### config.mk
export PLATFORM = sky130hd
export DESIGN_NAME = rcbc_reset_cause
export DESIGN_NICKNAME = d
export VERILOG_FILES = /design/src/hdl/rcbc_pkg.sv /design/src/hdl/rcbc_pin_sync.sv /design/src/hdl/rcbc_cause_flag.sv /design/src/hdl/rcbc_reset_cause.sv
export SDC_FILE = /design/constraint.sdc
export NUM_CORES = 1
export LEC_CHECK = 0
export BUFFER_PORTS_ARGS = -buffer_cell sky130_fd_sc_hd__clkbuf_2
export CAP_MARGIN = 40
export CORE_MARGIN = 2
export CORE_UTILIZATION = 52
export DETAILED_ROUTE_END_ITERATION = 6
export PLACE_DENSITY = 0.85
export SLEW_MARGIN = 0
export SYNTH_ARGS = -nofsm -noshare
export SYNTH_HDL_FRONTEND = slang
export SYNTH_SLANG_ARGS = --single-unit
export TNS_END_PERCENT = 10
### constraint.sdc
create_clock -name CLK -period 3.65 [get_ports CLK]
set_input_delay 0.73 -clock CLK [delete_from_list [all_inputs] [get_ports CLK]]
set_output_delay 0.73 -clock CLK [all_outputs]
set_load 0.03 [all_outputs]
### src/hdl/rcbc_pkg.sv
package rcbc_pkg;

    localparam int          ADDR_W    = 14;
    localparam int          NUM_FLAGS = 10;

    // register indices; byte address is four times the index
    localparam logic [11:0] IDX_BROWNOUT_CONTROL = 12'hedb;
    localparam logic [11:0] IDX_CAUSE_SECONDARY  = 12'hfd6;
    localparam logic [11:0] IDX_CAUSE_MAIN       = 12'hfd7;
    localparam logic [11:0] IDX_IRQ_STATUS       = 12'hee0;
    localparam logic [11:0] IDX_IRQ_MASK         = 12'hee1;

    // brown-out control fields
    localparam int          SOFT_ENABLE_POS = 7;
    localparam int          READY_POS       = 0;
    localparam logic [1:0]  CONFIG_SOFT     = 2'h1;
    localparam logic        SOFT_ENABLE_RST = 1'b1;

    // flag vector positions: 7..0 main register, 8..9 secondary
    localparam int          F_BROWNOUT   = 0;
    localparam int          F_POWER_ON   = 1;
    localparam int          F_RESET_INSN = 2;
    localparam int          F_EXT_PIN    = 3;
    localparam int          F_WDT_TMO    = 4;
    localparam int          F_WINDOW     = 5;
    localparam int          F_STK_UNF    = 6;
    localparam int          F_STK_OVF    = 7;
    localparam int          F_REGULATOR  = 8;
    localparam int          F_CFG_LATCH  = 9;

    // positions inside the secondary register
    localparam int          SEC_REGULATOR_POS = 2;
    localparam int          SEC_CFG_LATCH_POS = 0;

    // active value of each flag, and values loaded on power-on/brown-out
    localparam logic [9:0]  FLAG_ACTIVE   = 10'h2c0;
    localparam logic [9:0]  FLAG_POR_VAL  = 10'h33d;
    localparam logic [9:0]  FLAG_BOR_VAL  = 10'h33c;
    localparam logic [9:0]  FLAG_BOR_KEEP = 10'h002;
    localparam logic [9:0]  IRQ_MASK_RST  = 10'h000;
    localparam logic [9:0]  IRQ_STAT_RST  = 10'h000;

    function automatic logic idx_hit(input logic [ADDR_W-1:0] addr,
                                     input logic [11:0]       idx);
        return addr == {idx, 2'b00};
    endfunction

endpackage

### src/hdl/rcbc_pin_sync.sv
`timescale 1ns/1ns
module rcbc_pin_sync #(
    parameter logic IDLE = 1'b1
) (
    input  wire logic clk,
    input  wire logic rst_n,
    input  wire logic pin,
    output logic      level
);
    logic s1;
    logic s2;
    logic s3;

    // a change counts once the second and third stages agree
    always_ff @(posedge clk) begin
        if (!rst_n) begin
            s1    <= IDLE;
            s2    <= IDLE;
            s3    <= IDLE;
            level <= IDLE;
        end else begin
            s1 <= pin;
            s2 <= s1;
            s3 <= s2;
            if (s2 == s3) begin
                level <= s3;
            end
        end
    end
endmodule // rcbc_pin_sync

### src/hdl/rcbc_cause_flag.sv
`timescale 1ns/1ns
module rcbc_cause_flag #(
    parameter logic ACTIVE    = 1'b0,
    parameter logic RESET_VAL = 1'b1
) (
    input  wire logic clk,
    input  wire logic rst_n,
    input  wire logic init_en,
    input  wire logic init_val,
    input  wire logic hw_evt,
    input  wire logic wr_en,
    input  wire logic wr_val,
    output logic      flag
);
    logic next_flag;

    // power-up load first, then hardware cause, then firmware write
    assign next_flag = init_en ? init_val :
                       hw_evt  ? ACTIVE   :
                       wr_en   ? wr_val   : flag;

    always_ff @(posedge clk) begin
        if (!rst_n) begin
            flag <= RESET_VAL;
        end else begin
            flag <= next_flag;
        end
    end
endmodule // rcbc_cause_flag

### src/hdl/rcbc_reset_cause.sv
// Chosen here: the APB interface to the registers.
`timescale 1ns/1ns
module rcbc_reset_cause
(
    input  wire logic                       CLK,
    input  wire logic                       RST_N,
    input  wire logic                       PSEL,
    input  wire logic                       PENABLE,
    input  wire logic                       PWRITE,
    input  wire logic [rcbc_pkg::ADDR_W-1:0] PADDR,
    input  wire logic [31:0]                PWDATA,
    input  wire logic [3:0]                 PSTRB,
    output logic      [31:0]                PRDATA,
    output logic                            PREADY,
    output logic                            PSLVERR,
    input  wire logic                       POR_EVT,
    input  wire logic                       BOR_EVT,
    input  wire logic                       EXTERNAL_RESET_PIN_N,
    input  wire logic                       WATCHDOG_TIMEOUT_EVT,
    input  wire logic                       WINDOW_VIOLATION_EVT,
    input  wire logic                       RESET_INSTRUCTION_EVT,
    input  wire logic                       STACK_OVERFLOW_EVT,
    input  wire logic                       STACK_UNDERFLOW_EVT,
    input  wire logic                       REGULATOR_FAULT_EVT,
    input  wire logic                       CONFIG_LATCH_EVT,
    input  wire logic [1:0]                 BROWNOUT_CONFIG_FIELD,
    input  wire logic                       BROWNOUT_CIRCUIT_ARMED,
    output logic                            BROWNOUT_RESET_ENABLE,
    output logic                            IRQ
);
    import rcbc_pkg::*;

    logic [NUM_FLAGS-1:0] flags;
    logic [NUM_FLAGS-1:0] hw_evt;
    logic [NUM_FLAGS-1:0] irq_evt;
    logic [NUM_FLAGS-1:0] init_en;
    logic [NUM_FLAGS-1:0] init_val;
    logic [NUM_FLAGS-1:0] wr_en;
    logic [NUM_FLAGS-1:0] wr_val;
    logic [NUM_FLAGS-1:0] irq_status;
    logic [NUM_FLAGS-1:0] irq_mask;
    logic [NUM_FLAGS-1:0] next_irq_status;
    logic                 soft_brownout_enable;
    logic                 next_brownout_enable;
    logic                 brownout_circuit_ready;
    logic                 ext_pin_level;
    logic                 ext_pin_prev;
    logic                 ext_pin_evt;
    logic                 setup;
    logic                 access;
    logic                 wr_access;
    logic                 rd_access;
    logic                 hit_borctl;
    logic                 hit_main;
    logic                 hit_sec;
    logic                 hit_stat;
    logic                 hit_mask;
    logic                 mapped;
    logic                 wr_borctl;
    logic                 wr_main;
    logic                 wr_sec;
    logic                 wr_mask_lo;
    logic                 wr_mask_hi;
    logic [31:0]          rd_borctl;
    logic [31:0]          rd_main;
    logic [31:0]          rd_sec;
    logic [31:0]          rd_stat;
    logic [31:0]          rd_mask;
    logic [31:0]          rd_data;

    // pin inputs
    rcbc_pin_sync #(.IDLE(1'b1)) u_ext_pin (
        .clk   (CLK),
        .rst_n (RST_N),
        .pin   (EXTERNAL_RESET_PIN_N),
        .level (ext_pin_level)
    );

    rcbc_pin_sync #(.IDLE(1'b0)) u_armed (
        .clk   (CLK),
        .rst_n (RST_N),
        .pin   (BROWNOUT_CIRCUIT_ARMED),
        .level (brownout_circuit_ready)
    );

    // pin reset counts once, on the filtered falling edge
    assign ext_pin_evt = ext_pin_prev & ~ext_pin_level;

    // bus phases
    assign setup     = PSEL & ~PENABLE;
    assign access    = PSEL & PENABLE & PREADY;
    assign wr_access = access & PWRITE;
    assign rd_access = access & ~PWRITE;

    // address decode
    assign hit_borctl = idx_hit(PADDR, IDX_BROWNOUT_CONTROL);
    assign hit_main   = idx_hit(PADDR, IDX_CAUSE_MAIN);
    assign hit_sec    = idx_hit(PADDR, IDX_CAUSE_SECONDARY);
    assign hit_stat   = idx_hit(PADDR, IDX_IRQ_STATUS);
    assign hit_mask   = idx_hit(PADDR, IDX_IRQ_MASK);
    assign mapped     = hit_borctl | hit_main | hit_sec | hit_stat | hit_mask;

    assign wr_borctl  = wr_access & hit_borctl & PSTRB[0];
    assign wr_main    = wr_access & hit_main & PSTRB[0];
    assign wr_sec     = wr_access & hit_sec & PSTRB[0];
    assign wr_mask_lo = wr_access & hit_mask & PSTRB[0];
    assign wr_mask_hi = wr_access & hit_mask & PSTRB[1];

    // read views; unimplemented bits are zero
    assign rd_borctl = {24'h00_0000, soft_brownout_enable, 6'h00,
                        brownout_circuit_ready};
    assign rd_main   = {24'h00_0000, flags[F_STK_OVF:F_BROWNOUT]};
    assign rd_sec    = {29'h0000_0000, flags[F_REGULATOR], 1'b0,
                        flags[F_CFG_LATCH]};
    assign rd_stat   = {22'h00_0000, irq_status};
    assign rd_mask   = {22'h00_0000, irq_mask};

    assign rd_data = hit_borctl ? rd_borctl :
                     hit_main   ? rd_main   :
                     hit_sec    ? rd_sec    :
                     hit_stat   ? rd_stat   :
                     hit_mask   ? rd_mask   : 32'h0000_0000;

    // hardware causes; power and brown-out use the load path instead
    assign hw_evt = {CONFIG_LATCH_EVT, REGULATOR_FAULT_EVT,
                     STACK_OVERFLOW_EVT, STACK_UNDERFLOW_EVT,
                     WINDOW_VIOLATION_EVT, WATCHDOG_TIMEOUT_EVT,
                     ext_pin_evt, RESET_INSTRUCTION_EVT,
                     2'b00};
    assign irq_evt = {hw_evt[F_CFG_LATCH:F_RESET_INSN], POR_EVT, BOR_EVT};

    // power-on loads all; brown-out loads all but the power-on flag
    assign init_en  = {NUM_FLAGS{POR_EVT}}
                    | ({NUM_FLAGS{BOR_EVT}} & ~FLAG_BOR_KEEP);
    assign init_val = POR_EVT ? FLAG_POR_VAL : FLAG_BOR_VAL;

    // firmware writes; storing an active value has no other effect
    assign wr_en  = {wr_sec, wr_sec, {8{wr_main}}};
    assign wr_val = {PWDATA[SEC_CFG_LATCH_POS],
                     PWDATA[SEC_REGULATOR_POS], PWDATA[7:0]};

    genvar i;
    generate
        for (i = 0; i < NUM_FLAGS; i++) begin : g_flag
            rcbc_cause_flag #(
                .ACTIVE    (FLAG_ACTIVE[i]),
                .RESET_VAL (FLAG_POR_VAL[i])
            ) u_flag (
                .clk      (CLK),
                .rst_n    (RST_N),
                .init_en  (init_en[i]),
                .init_val (init_val[i]),
                .hw_evt   (hw_evt[i]),
                .wr_en    (wr_en[i]),
                .wr_val   (wr_val[i]),
                .flag     (flags[i])
            );
        end
    endgenerate

    // soft enable acts only in the software-controlled configuration
    assign next_brownout_enable =
        (BROWNOUT_CONFIG_FIELD == CONFIG_SOFT) ? soft_brownout_enable
                                               : BROWNOUT_CONFIG_FIELD[1];

    // read clears only the bits that were returned; new events win
    assign next_irq_status = (rd_access & hit_stat)
                           ? ((irq_status & ~PRDATA[NUM_FLAGS-1:0]) | irq_evt)
                           : (irq_status | irq_evt);

    always_ff @(posedge CLK) begin
        if (!RST_N) begin
            soft_brownout_enable <= SOFT_ENABLE_RST;
        end else if (POR_EVT | BOR_EVT) begin
            soft_brownout_enable <= SOFT_ENABLE_RST;
        end else if (wr_borctl) begin
            soft_brownout_enable <= PWDATA[SOFT_ENABLE_POS];
        end
    end

    always_ff @(posedge CLK) begin
        if (!RST_N) begin
            BROWNOUT_RESET_ENABLE <= 1'b0;
        end else begin
            BROWNOUT_RESET_ENABLE <= next_brownout_enable;
        end
    end

    always_ff @(posedge CLK) begin
        if (!RST_N) begin
            ext_pin_prev <= 1'b1;
            irq_status   <= IRQ_STAT_RST;
            IRQ          <= 1'b0;
        end else begin
            ext_pin_prev <= ext_pin_level;
            irq_status   <= next_irq_status;
            IRQ          <= |(irq_status & irq_mask);
        end
    end

    always_ff @(posedge CLK) begin
        if (!RST_N) begin
            irq_mask <= IRQ_MASK_RST;
        end else begin
            if (wr_mask_lo) begin
                irq_mask[7:0] <= PWDATA[7:0];
            end
            if (wr_mask_hi) begin
                irq_mask[9:8] <= PWDATA[9:8];
            end
        end
    end

    // answer is ready in the first access cycle
    always_ff @(posedge CLK) begin
        if (!RST_N) begin
            PREADY  <= 1'b0;
            PRDATA  <= 32'h0000_0000;
            PSLVERR <= 1'b0;
        end else begin
            PREADY <= 1'b1;
            if (setup) begin
                PRDATA  <= PWRITE ? 32'h0000_0000 : rd_data;
                PSLVERR <= ~mapped;
            end
        end
    end

    property p_soft_enable_effect;
        @(posedge CLK) disable iff (!RST_N)
        (BROWNOUT_CONFIG_FIELD == CONFIG_SOFT)
            |=> (BROWNOUT_RESET_ENABLE == $past(soft_brownout_enable));
    endproperty
    a_soft_enable_effect: assert property (p_soft_enable_effect)
        else $error("soft enable not steering brown-out reset");

    property p_soft_enable_load;
        @(posedge CLK) disable iff (!RST_N)
        (POR_EVT | BOR_EVT) |=> soft_brownout_enable ##1
            (soft_brownout_enable | $past(wr_borctl));
    endproperty
    a_soft_enable_load: assert property (p_soft_enable_load)
        else $error("soft enable not loaded by power-up");

    property p_ready_read;
        @(posedge CLK) disable iff (!RST_N)
        (setup & ~PWRITE & hit_borctl)
            |=> (PRDATA[READY_POS] == $past(brownout_circuit_ready))
                && (PRDATA[6:1] == 6'h00);
    endproperty
    a_ready_read: assert property (p_ready_read)
        else $error("ready status misread");

    property p_overflow_set;
        @(posedge CLK) disable iff (!RST_N)
        (STACK_OVERFLOW_EVT & ~POR_EVT & ~BOR_EVT) |=> flags[F_STK_OVF];
    endproperty
    a_overflow_set: assert property (p_overflow_set)
        else $error("overflow flag not set");

    property p_window_clear;
        @(posedge CLK) disable iff (!RST_N)
        (WINDOW_VIOLATION_EVT & ~POR_EVT & ~BOR_EVT) |=> !flags[F_WINDOW];
    endproperty
    a_window_clear: assert property (p_window_clear)
        else $error("window flag not cleared");

    property p_pin_clear;
        @(posedge CLK) disable iff (!RST_N)
        (ext_pin_evt & ~POR_EVT & ~BOR_EVT) |=> !flags[F_EXT_PIN];
    endproperty
    a_pin_clear: assert property (p_pin_clear)
        else $error("pin flag not cleared");

    property p_power_on;
        @(posedge CLK) disable iff (!RST_N)
        POR_EVT |=> (flags == FLAG_POR_VAL);
    endproperty
    a_power_on: assert property (p_power_on)
        else $error("power-on load wrong");

    property p_brownout;
        @(posedge CLK) disable iff (!RST_N)
        (BOR_EVT & ~POR_EVT) |=> !flags[F_BROWNOUT]
            && (flags[F_POWER_ON] == $past(flags[F_POWER_ON]));
    endproperty
    a_brownout: assert property (p_brownout)
        else $error("brown-out load wrong");

    property p_quiet_keeps;
        @(posedge CLK) disable iff (!RST_N)
        (~|irq_evt & ~POR_EVT & ~wr_main & ~wr_sec) |=> $stable(flags);
    endproperty
    a_quiet_keeps: assert property (p_quiet_keeps)
        else $error("flag changed without cause");

    property p_event_beats_write;
        @(posedge CLK) disable iff (!RST_N)
        (wr_main & WATCHDOG_TIMEOUT_EVT & ~POR_EVT & ~BOR_EVT)
            |=> !flags[F_WDT_TMO];
    endproperty
    a_event_beats_write: assert property (p_event_beats_write)
        else $error("write overrode hardware cause");

    property p_write_stores;
        @(posedge CLK) disable iff (!RST_N)
        (wr_main & ~|hw_evt & ~POR_EVT & ~BOR_EVT)
            |=> (flags[7:0] == $past(PWDATA[7:0]));
    endproperty
    a_write_stores: assert property (p_write_stores)
        else $error("firmware write not stored");

    property p_underflow_set;
        @(posedge CLK) disable iff (!RST_N)
        (STACK_UNDERFLOW_EVT & ~POR_EVT & ~BOR_EVT) |=> flags[F_STK_UNF];
    endproperty
    a_underflow_set: assert property (p_underflow_set)
        else $error("underflow flag not set");

    property p_insn_clear;
        @(posedge CLK) disable iff (!RST_N)
        (RESET_INSTRUCTION_EVT & ~POR_EVT & ~BOR_EVT)
            |=> !flags[F_RESET_INSN];
    endproperty
    a_insn_clear: assert property (p_insn_clear)
        else $error("instruction flag not cleared");

    property p_regulator_clear;
        @(posedge CLK) disable iff (!RST_N)
        (REGULATOR_FAULT_EVT & ~POR_EVT & ~BOR_EVT) |=> !flags[F_REGULATOR];
    endproperty
    a_regulator_clear: assert property (p_regulator_clear)
        else $error("regulator flag not cleared");

    property p_latch_set;
        @(posedge CLK) disable iff (!RST_N)
        (CONFIG_LATCH_EVT & ~POR_EVT & ~BOR_EVT) |=> flags[F_CFG_LATCH];
    endproperty
    a_latch_set: assert property (p_latch_set)
        else $error("config latch flag not set");

endmodule // rcbc_reset_cause

==> impl_metrics.json, run 1 <==
{
  "syn2layout_area_growth_pct": 12.0,
  "met1_usage_pct": 26.4,
  "placed_cells": 352,
  "pre_cts_ws_ns": 0.980,
  "root_buffer": "clkbuf_8",
  "yosysTopAreaCellShare_pct": 42.8,
  "synth_top_family_by_area": "simple AND/OR/NAND/NOR gates",
  "syn_inst": 252,
  "drt_iter0_drc": 103,
  "cp.required_ns": 3.88,
  "cts_buffers": 5,
  "fmax_mhz": 428,
  "start_util_pct": 53.8,
  "htree_levels": 2,
  "first_global_vias": 1829,
  "final_area_mm2": 0.00283,
  "path_max_fanout": 7,
  "synthMuxAreaShare_pct": 13.9,
  "worst_path_dominant_cell_family": "simple AND/OR/NAND/NOR gates",
  "dp_hpwl_um": 4040,
  "max_slew_margin_pct": 36.0,
  "vias_per_cell": 5.67,
  "vias": 2035,
  "hp-class": "reg -> reg",
  "crit_path_top_delay_cell": "nor4_2",
  "synth_edf_count": 0,
  "diodes": 0,
  "final_cell_count_no_fill": 359,
  "final_util_pct": 60.3,
  "synth_seq_cells": 54,
  "cts_setup_buffers": 0,
  "clock_latency_ns": 0.30,
  "worst_slew_pin_slew_ns": 0.953,
  "synth_compound_area_share_pct": 16.9,
  "setup_ws_ns": 1.32,
  "yosys.area.top_type": "dfxtp_1",
  "maxSlewViolCount": 0,
  "use_met3_pct": 3.02,
  "dieWidth_um": 73.7,
  "ys_top_cells_by_count": "dfxtp_1, buf_4, mux2i_1",
  "crit_arrival_ns": 2.57,
  "yosys_warnings": 0,
  "cts_tree": "yes",
  "io_pins": 104,
  "synthAdderAreaFrac_pct": 0,
  "drtPass1Iterations": 4,
  "dieArea_mm2": 0.00543,
  "ir_drop_mv": 0.337,
  "async_flop_share_pct": 0,
  "routed_wl_um": 5490,
  "track_usage_pct": 21.3,
  "finClkSkew_ns": 0.00641,
  "yosysSeqAreaShare_pct": 42.8,
  "met2_usage_pct": 36.7,
  "synthTopCellsByArea": "dfxtp_1, mux2i_1, buf_4",
  "core_region_area_mm2": 0.00469,
  "end_kind": "register",
  "crit_chain": "clkbuf_2 -> nor4b_4 -> nand4_4 -> nor4_2 -> a22oi_1 -> a21oi_1",
  "setup_viol": 0,
  "avgSynthCellArea_um2": 10.0,
  "timing.setup.tns_ns": 0,
  "finalWeightedCongestion": 0.805,
  "crit_type": "in -> reg",
  "clk_path_buf_depth": 2,
  "crit_buf_inv": 1,
  "grt_first_pass_wirelength_um": 8610,
  "fin_crit_sh_pct": 64.0,
  "place.port_buffers": 57,
  "nets": 373,
  "finalHoldViolCount": 0,
  "p_leak_nw": 1.17,
  "cts.sinks": 54,
  "die_h_um": 73.7,
  "clkTransAtPathRegs_ns": 0.09,
  "hold_buffers": 0,
  "synth-xor-area-share_pct": 0,
  "synth_ff_type": "dfxtp_1",
  "rsz0062_at_grt": "no",
  "cts_resized": 0,
  "status": "finished, final reports clean",
  "overflow": 0,
  "ys_types": 48,
  "critPathMaxStageDelay_ns": 0.85,
  "startpoint_type": "input port",
  "synthSimpleGateAreaFrac_pct": 17.5,
  "grt.busiest_layer": "met2",
  "powerDensity_mw_per_mm2": 369,
  "drc_errors": 0,
  "drive_gt1_share_pct": 27.9,
  "grt_max_degree": 25,
  "maxCapViolCount": 0,
  "antenna_found_initial": 0,
  "post-route-min-period_ns": 2.33,
  "rows": 25,
  "wl_per_cell_um": 15.3,
  "yosysMostFrequentCell": "dfxtp_1",
  "ant_nets": 0,
  "synth.cell_area_mm2": 0.00253,
  "placed_area_mm2": 0.00275
}
-- routing by layer --
layer / wire length (um) / part of all wire (%)
met1: 2310 / 42
met4: 106 / 1.9
met3: 396 / 7.2
met5: 0 / 0
met2: 2670 / 49
-- sequential cells by signal, summed over array words and instances, names as in the netlist, 10 cells and up --
name	cells
irq_mask	10
PRDATA	10
irq_status	10
g_flag.u_flag.flag	10
-- worst reg2reg max path, cell delays in order (launching register included) --
cell and delay (ns):
dfxtp_1 0.33, nand3_1 0.16, or2_1 0.36, nor3_4 0.58, mux2_4 0.35, o21a_1 0.16
-- area by class of cell --
class / instances / area [um^2]
flip-flops and latches: 54 / 1080
clock inverters: 2 / 10.0
clock buffers: 5 / 68.8
inverters: 3 / 11.3
well taps: 54 / 67.6
multi-input cells: 184 / 1310
fillers: 412 / 1860
repair buffers: 57 / 285
-- path summary, 6_finish.rpt --
path                                start  cells after the start  slack, ns                            endpoint
setup / recovery                 PADDR[7]                      6       1.32              PRDATA[7]$_SDFFE_PN0P_
hold / removal    u_ext_pin.s1$_SDFF_PN1_                      1       0.43             u_ext_pin.s2$_SDFF_PN1_
setup reg to reg           PREADY$_DFF_P_                      5       1.61  g_flag[6].u_flag.flag$_SDFFE_PN0P_
hold reg to reg   u_ext_pin.s1$_SDFF_PN1_                      1       0.43             u_ext_pin.s2$_SDFF_PN1_
-- per-stage QoR --
step / hold WS (ns) / power, mW
after floorplan: 0.386 / 0.723
after global placement: 0.395 / 0.744
after detailed placement: 0.414 / 0.747
after CTS: 0.440 / 1.05
after global routing: 0.463 / 1.08
final: 0.429 / 1.04
-- cells by family (layout without fill, tap and decap cells) --
| kind of cell | count (synthesis) | in the layout |
|---|---|---|
| compound gates | 62 | 62 |
| buf+inv | 35 | 67 |
| flops | 54 | 54 |
| mux | 33 | 33 |
| other cells | 1 | 22 |
| simple gates | 67 | 67 |
-- power breakdown --
group / switching [mW] / internal, mW
Clock: 0.181 / 0.129
Combinational: 0.0810 / 0.0418
Sequential: 0.00815 / 0.603
Total: 0.270 / 0.774
-- placed cells by master (no fill, tap or decap), types with 2 or more instances in the layout --
cell type	n
conb_1	22
clkbuf_2	57
nor3_1	2
o21ai_1	5
a221oi_1	2
nand2_1	12
clkinv_2	2
a22o_1	2
o21ai_0	3
nor2_1	19
a21oi_1	9
dfxtp_1	54
o21a_1	12
nor4_2	2
mux2_2	9
mux2_4	2
inv_1	3
o22ai_1	2
a211oi_1	2
a21boi_1	10
nand3_1	5
a22oi_1	10
mux2i_1	22
nand2b_1	7
and2_1	3
clkbuf_8	5
nor3_4	2
No activity file was read; power rests on OpenSTA's default activity.
==> run 2, diff against run 1 <==
--- a/config.mk
+++ b/config.mk
@@ -8,9 +8,9 @@
 export BUFFER_PORTS_ARGS = -buffer_cell sky130_fd_sc_hd__clkbuf_2
 export CAP_MARGIN = 40
 export CORE_MARGIN = 2
-export CORE_UTILIZATION = 52
+export CORE_UTILIZATION = 48
 export DETAILED_ROUTE_END_ITERATION = 6
-export PLACE_DENSITY = 0.85
+export PLACE_DENSITY = 0.8
 export SLEW_MARGIN = 0
 export SYNTH_ARGS = -nofsm -noshare
 export SYNTH_HDL_FRONTEND = slang
==> constraint.sdc (replaced) <==
create_clock -name CLK -period 2.45 [get_ports CLK]
set_input_delay 0.49 -clock CLK [delete_from_list [all_inputs] [get_ports CLK]]
set_output_delay 0.49 -clock CLK [all_outputs]
set_load 0.03 [all_outputs]
==> impl_metrics.json, run 2 (synthesized netlist as in run 1, its figures left out) <==
{
  "status": "finished, final reports clean",
  "cts_resized": 0,
  "drt_iter0_drc": 130,
  "die_h_um": 76.5,
  "rr_worst_depth": 6,
  "cp.required_ns": 2.65,
  "crit_path_end": "g_flag[5].u_flag.flag$_SDFFE_PN1P_",
  "mostFrequentLayoutCell": "clkbuf_2",
  "hold_buffers": 0,
  "drive_gt1_share_pct": 30.6,
  "root_buffer": "clkbuf_8",
  "cp-startpoint": "PREADY$_DFF_P_",
  "startpoint_type": "register",
  "maxSlewViolCount": 0,
  "combPwrFrac_pct": 11.4,
  "timing.hold.ws_ns": 0.367,
  "timing.setup.tns_ns": 0,
  "htree_levels": 2,
  "mostFrequentLayoutCells": "clkbuf_2, dfxtp_1, mux2i_1, conb_1, nor2_1",
  "clkTransAtPathRegs_ns": 0.10,
  "vias": 2022,
  "track_usage_pct": 19.8,
  "r2r_end": "g_flag[5].u_flag.flag$_SDFFE_PN1P_",
  "finalHoldViolCount": 0,
  "sequentialPowerShare_pct": 55.6,
  "cts_tree": "yes",
  "drc_errors": 0,
  "first_global_vias": 1871,
  "rsz0062_at_grt": "no",
  "wl_per_cell_um": 14.3,
  "met2_length_um": 2590,
  "start_util_pct": 49.5,
  "fmax_mhz": 526,
  "maxUsedRoutingLayer": "met4",
  "reg2reg_slack_ns": 0.55,
  "pwr-share-clk_pct": 32.9,
  "syn2layout_area_growth_pct": 17.1,
  "cts_buffers": 5,
  "final_util_pct": 57.9,
  "wl_met3_um": 360,
  "dieWidth_um": 76.5,
  "crit_type": "reg -> reg",
  "p_switching_mw": 0.414,
  "maxCapViolCount": 0,
  "clock_latency_ns": 0.31,
  "setup_viol": 0,
  "grt_first_pass_wirelength_um": 9190,
  "nets": 384,
  "cts.sinks": 54,
  "fin_crit_sh_pct": 77.6,
  "final_cell_count_no_fill": 387,
  "switching_share_pct": 25.3,
  "post-route-min-period_ns": 1.90,
  "rows": 26,
  "finalWeightedCongestion": 0.814,
  "ir_drop_mv": 0.436,
  "routed_wl_um": 5550,
  "cts_setup_buffers": 0,
  "end_kind": "register",
  "overflow": 0,
  "dp_hpwl_um": 4250,
  "drtPass1Iterations": 4,
  "fillers": 434,
  "dieArea_mm2": 0.00586,
  "clk_path_buf_depth": 2,
  "crit_arrival_ns": 2.10,
  "antenna_found_initial": 0,
  "placed_area_mm2": 0.00285,
  "diodes": 0,
  "place.port_buffers": 57,
  "regToRegStartpoint": "PREADY$_DFF_P_",
  "hp-class": "in -> reg",
  "met1Wirelength_um": 2500,
  "p_leak_nw": 1.24,
  "core_region_area_mm2": 0.00511,
  "placed_cells": 379,
  "intPower_mw": 1.23,
  "finClkSkew_ns": 0.00873,
  "path_max_fanout": 5,
  "ant_nets": 0,
  "io_pins": 104,
  "final_area_mm2": 0.00296,
  "vias_per_cell": 5.22,
  "grt_max_degree": 19,
  "powerDensity_mw_per_mm2": 554
}
## run 2: changes by cell type in the layout (fill, tap and decap cells not counted)
cell and delta:
clkinv_4 +1, buf_4 +11, clkinv_2 -2, clkbuf_8 +2
## run 2: layer usage
layer  vias to the layer above  track usage [%]
met4                         0             6.91
li1                        994                -
met3                        12             4.03
met1                       930             25.9
met5                         -                0
met2                        86             32.6
## run 2: stage by stage
step	total power, mW	setup WS, ns
detailed placement	1.12	0.209
global route	1.71	0.444
global placement	1.12	0.261
floorplan	1.08	0.350
finish	1.64	0.548
CTS	1.65	0.513
## run 2: worst min-delay path by stage
stage,from,endpoint,cells after the start
4_1_cts,RESET_INSTRUCTION_EVT,g_flag[2].u_flag.flag$_SDFFE_PN1P_,2
3_3_place_gp,u_ext_pin.s1$_SDFF_PN1_,u_ext_pin.s2$_SDFF_PN1_,1
5_1_grt,EXTERNAL_RESET_PIN_N,u_ext_pin.s1$_SDFF_PN1_,2
6_report,RESET_INSTRUCTION_EVT,g_flag[2].u_flag.flag$_SDFFE_PN1P_,2
3_5_place_dp,u_ext_pin.s1$_SDFF_PN1_,u_ext_pin.s2$_SDFF_PN1_,1
2_1_floorplan,u_ext_pin.s1$_SDFF_PN1_,u_ext_pin.s2$_SDFF_PN1_,1
## run 2: area by class of cell
type,count,area (um^2),share of cell area [%]
clock inverter,1,8.76,0.296
clock buffer,7,96.3,3.26
timing repair buffer,68,368,12.4
inverter,3,11.3,0.381
multi-input combinational,184,1310,44.1
tap,70,87.6,2.96
sequential,54,1080,36.5
## run 2: worst max-delay path: stages, from the launching register on
cell and delay (ns):
dfxtp_1 0.33, nand3_1 0.17, or2_1 0.37, nor3_4 0.39, buf_4 0.23, mux2i_1 0.22
o21ai_1 0.07
## run 2: power by group through the flow
stage | combinational (mW) | clock, mW | sequential [mW]
2_1_floorplan | 0.143 | 0 | 0.934
3_3_place_gp | 0.185 | 0 | 0.931
3_5_place_dp | 0.187 | 0 | 0.932
4_1_cts | 0.188 | 0.555 | 0.912
5_1_grt | 0.203 | 0.593 | 0.914
6_report | 0.188 | 0.540 | 0.912
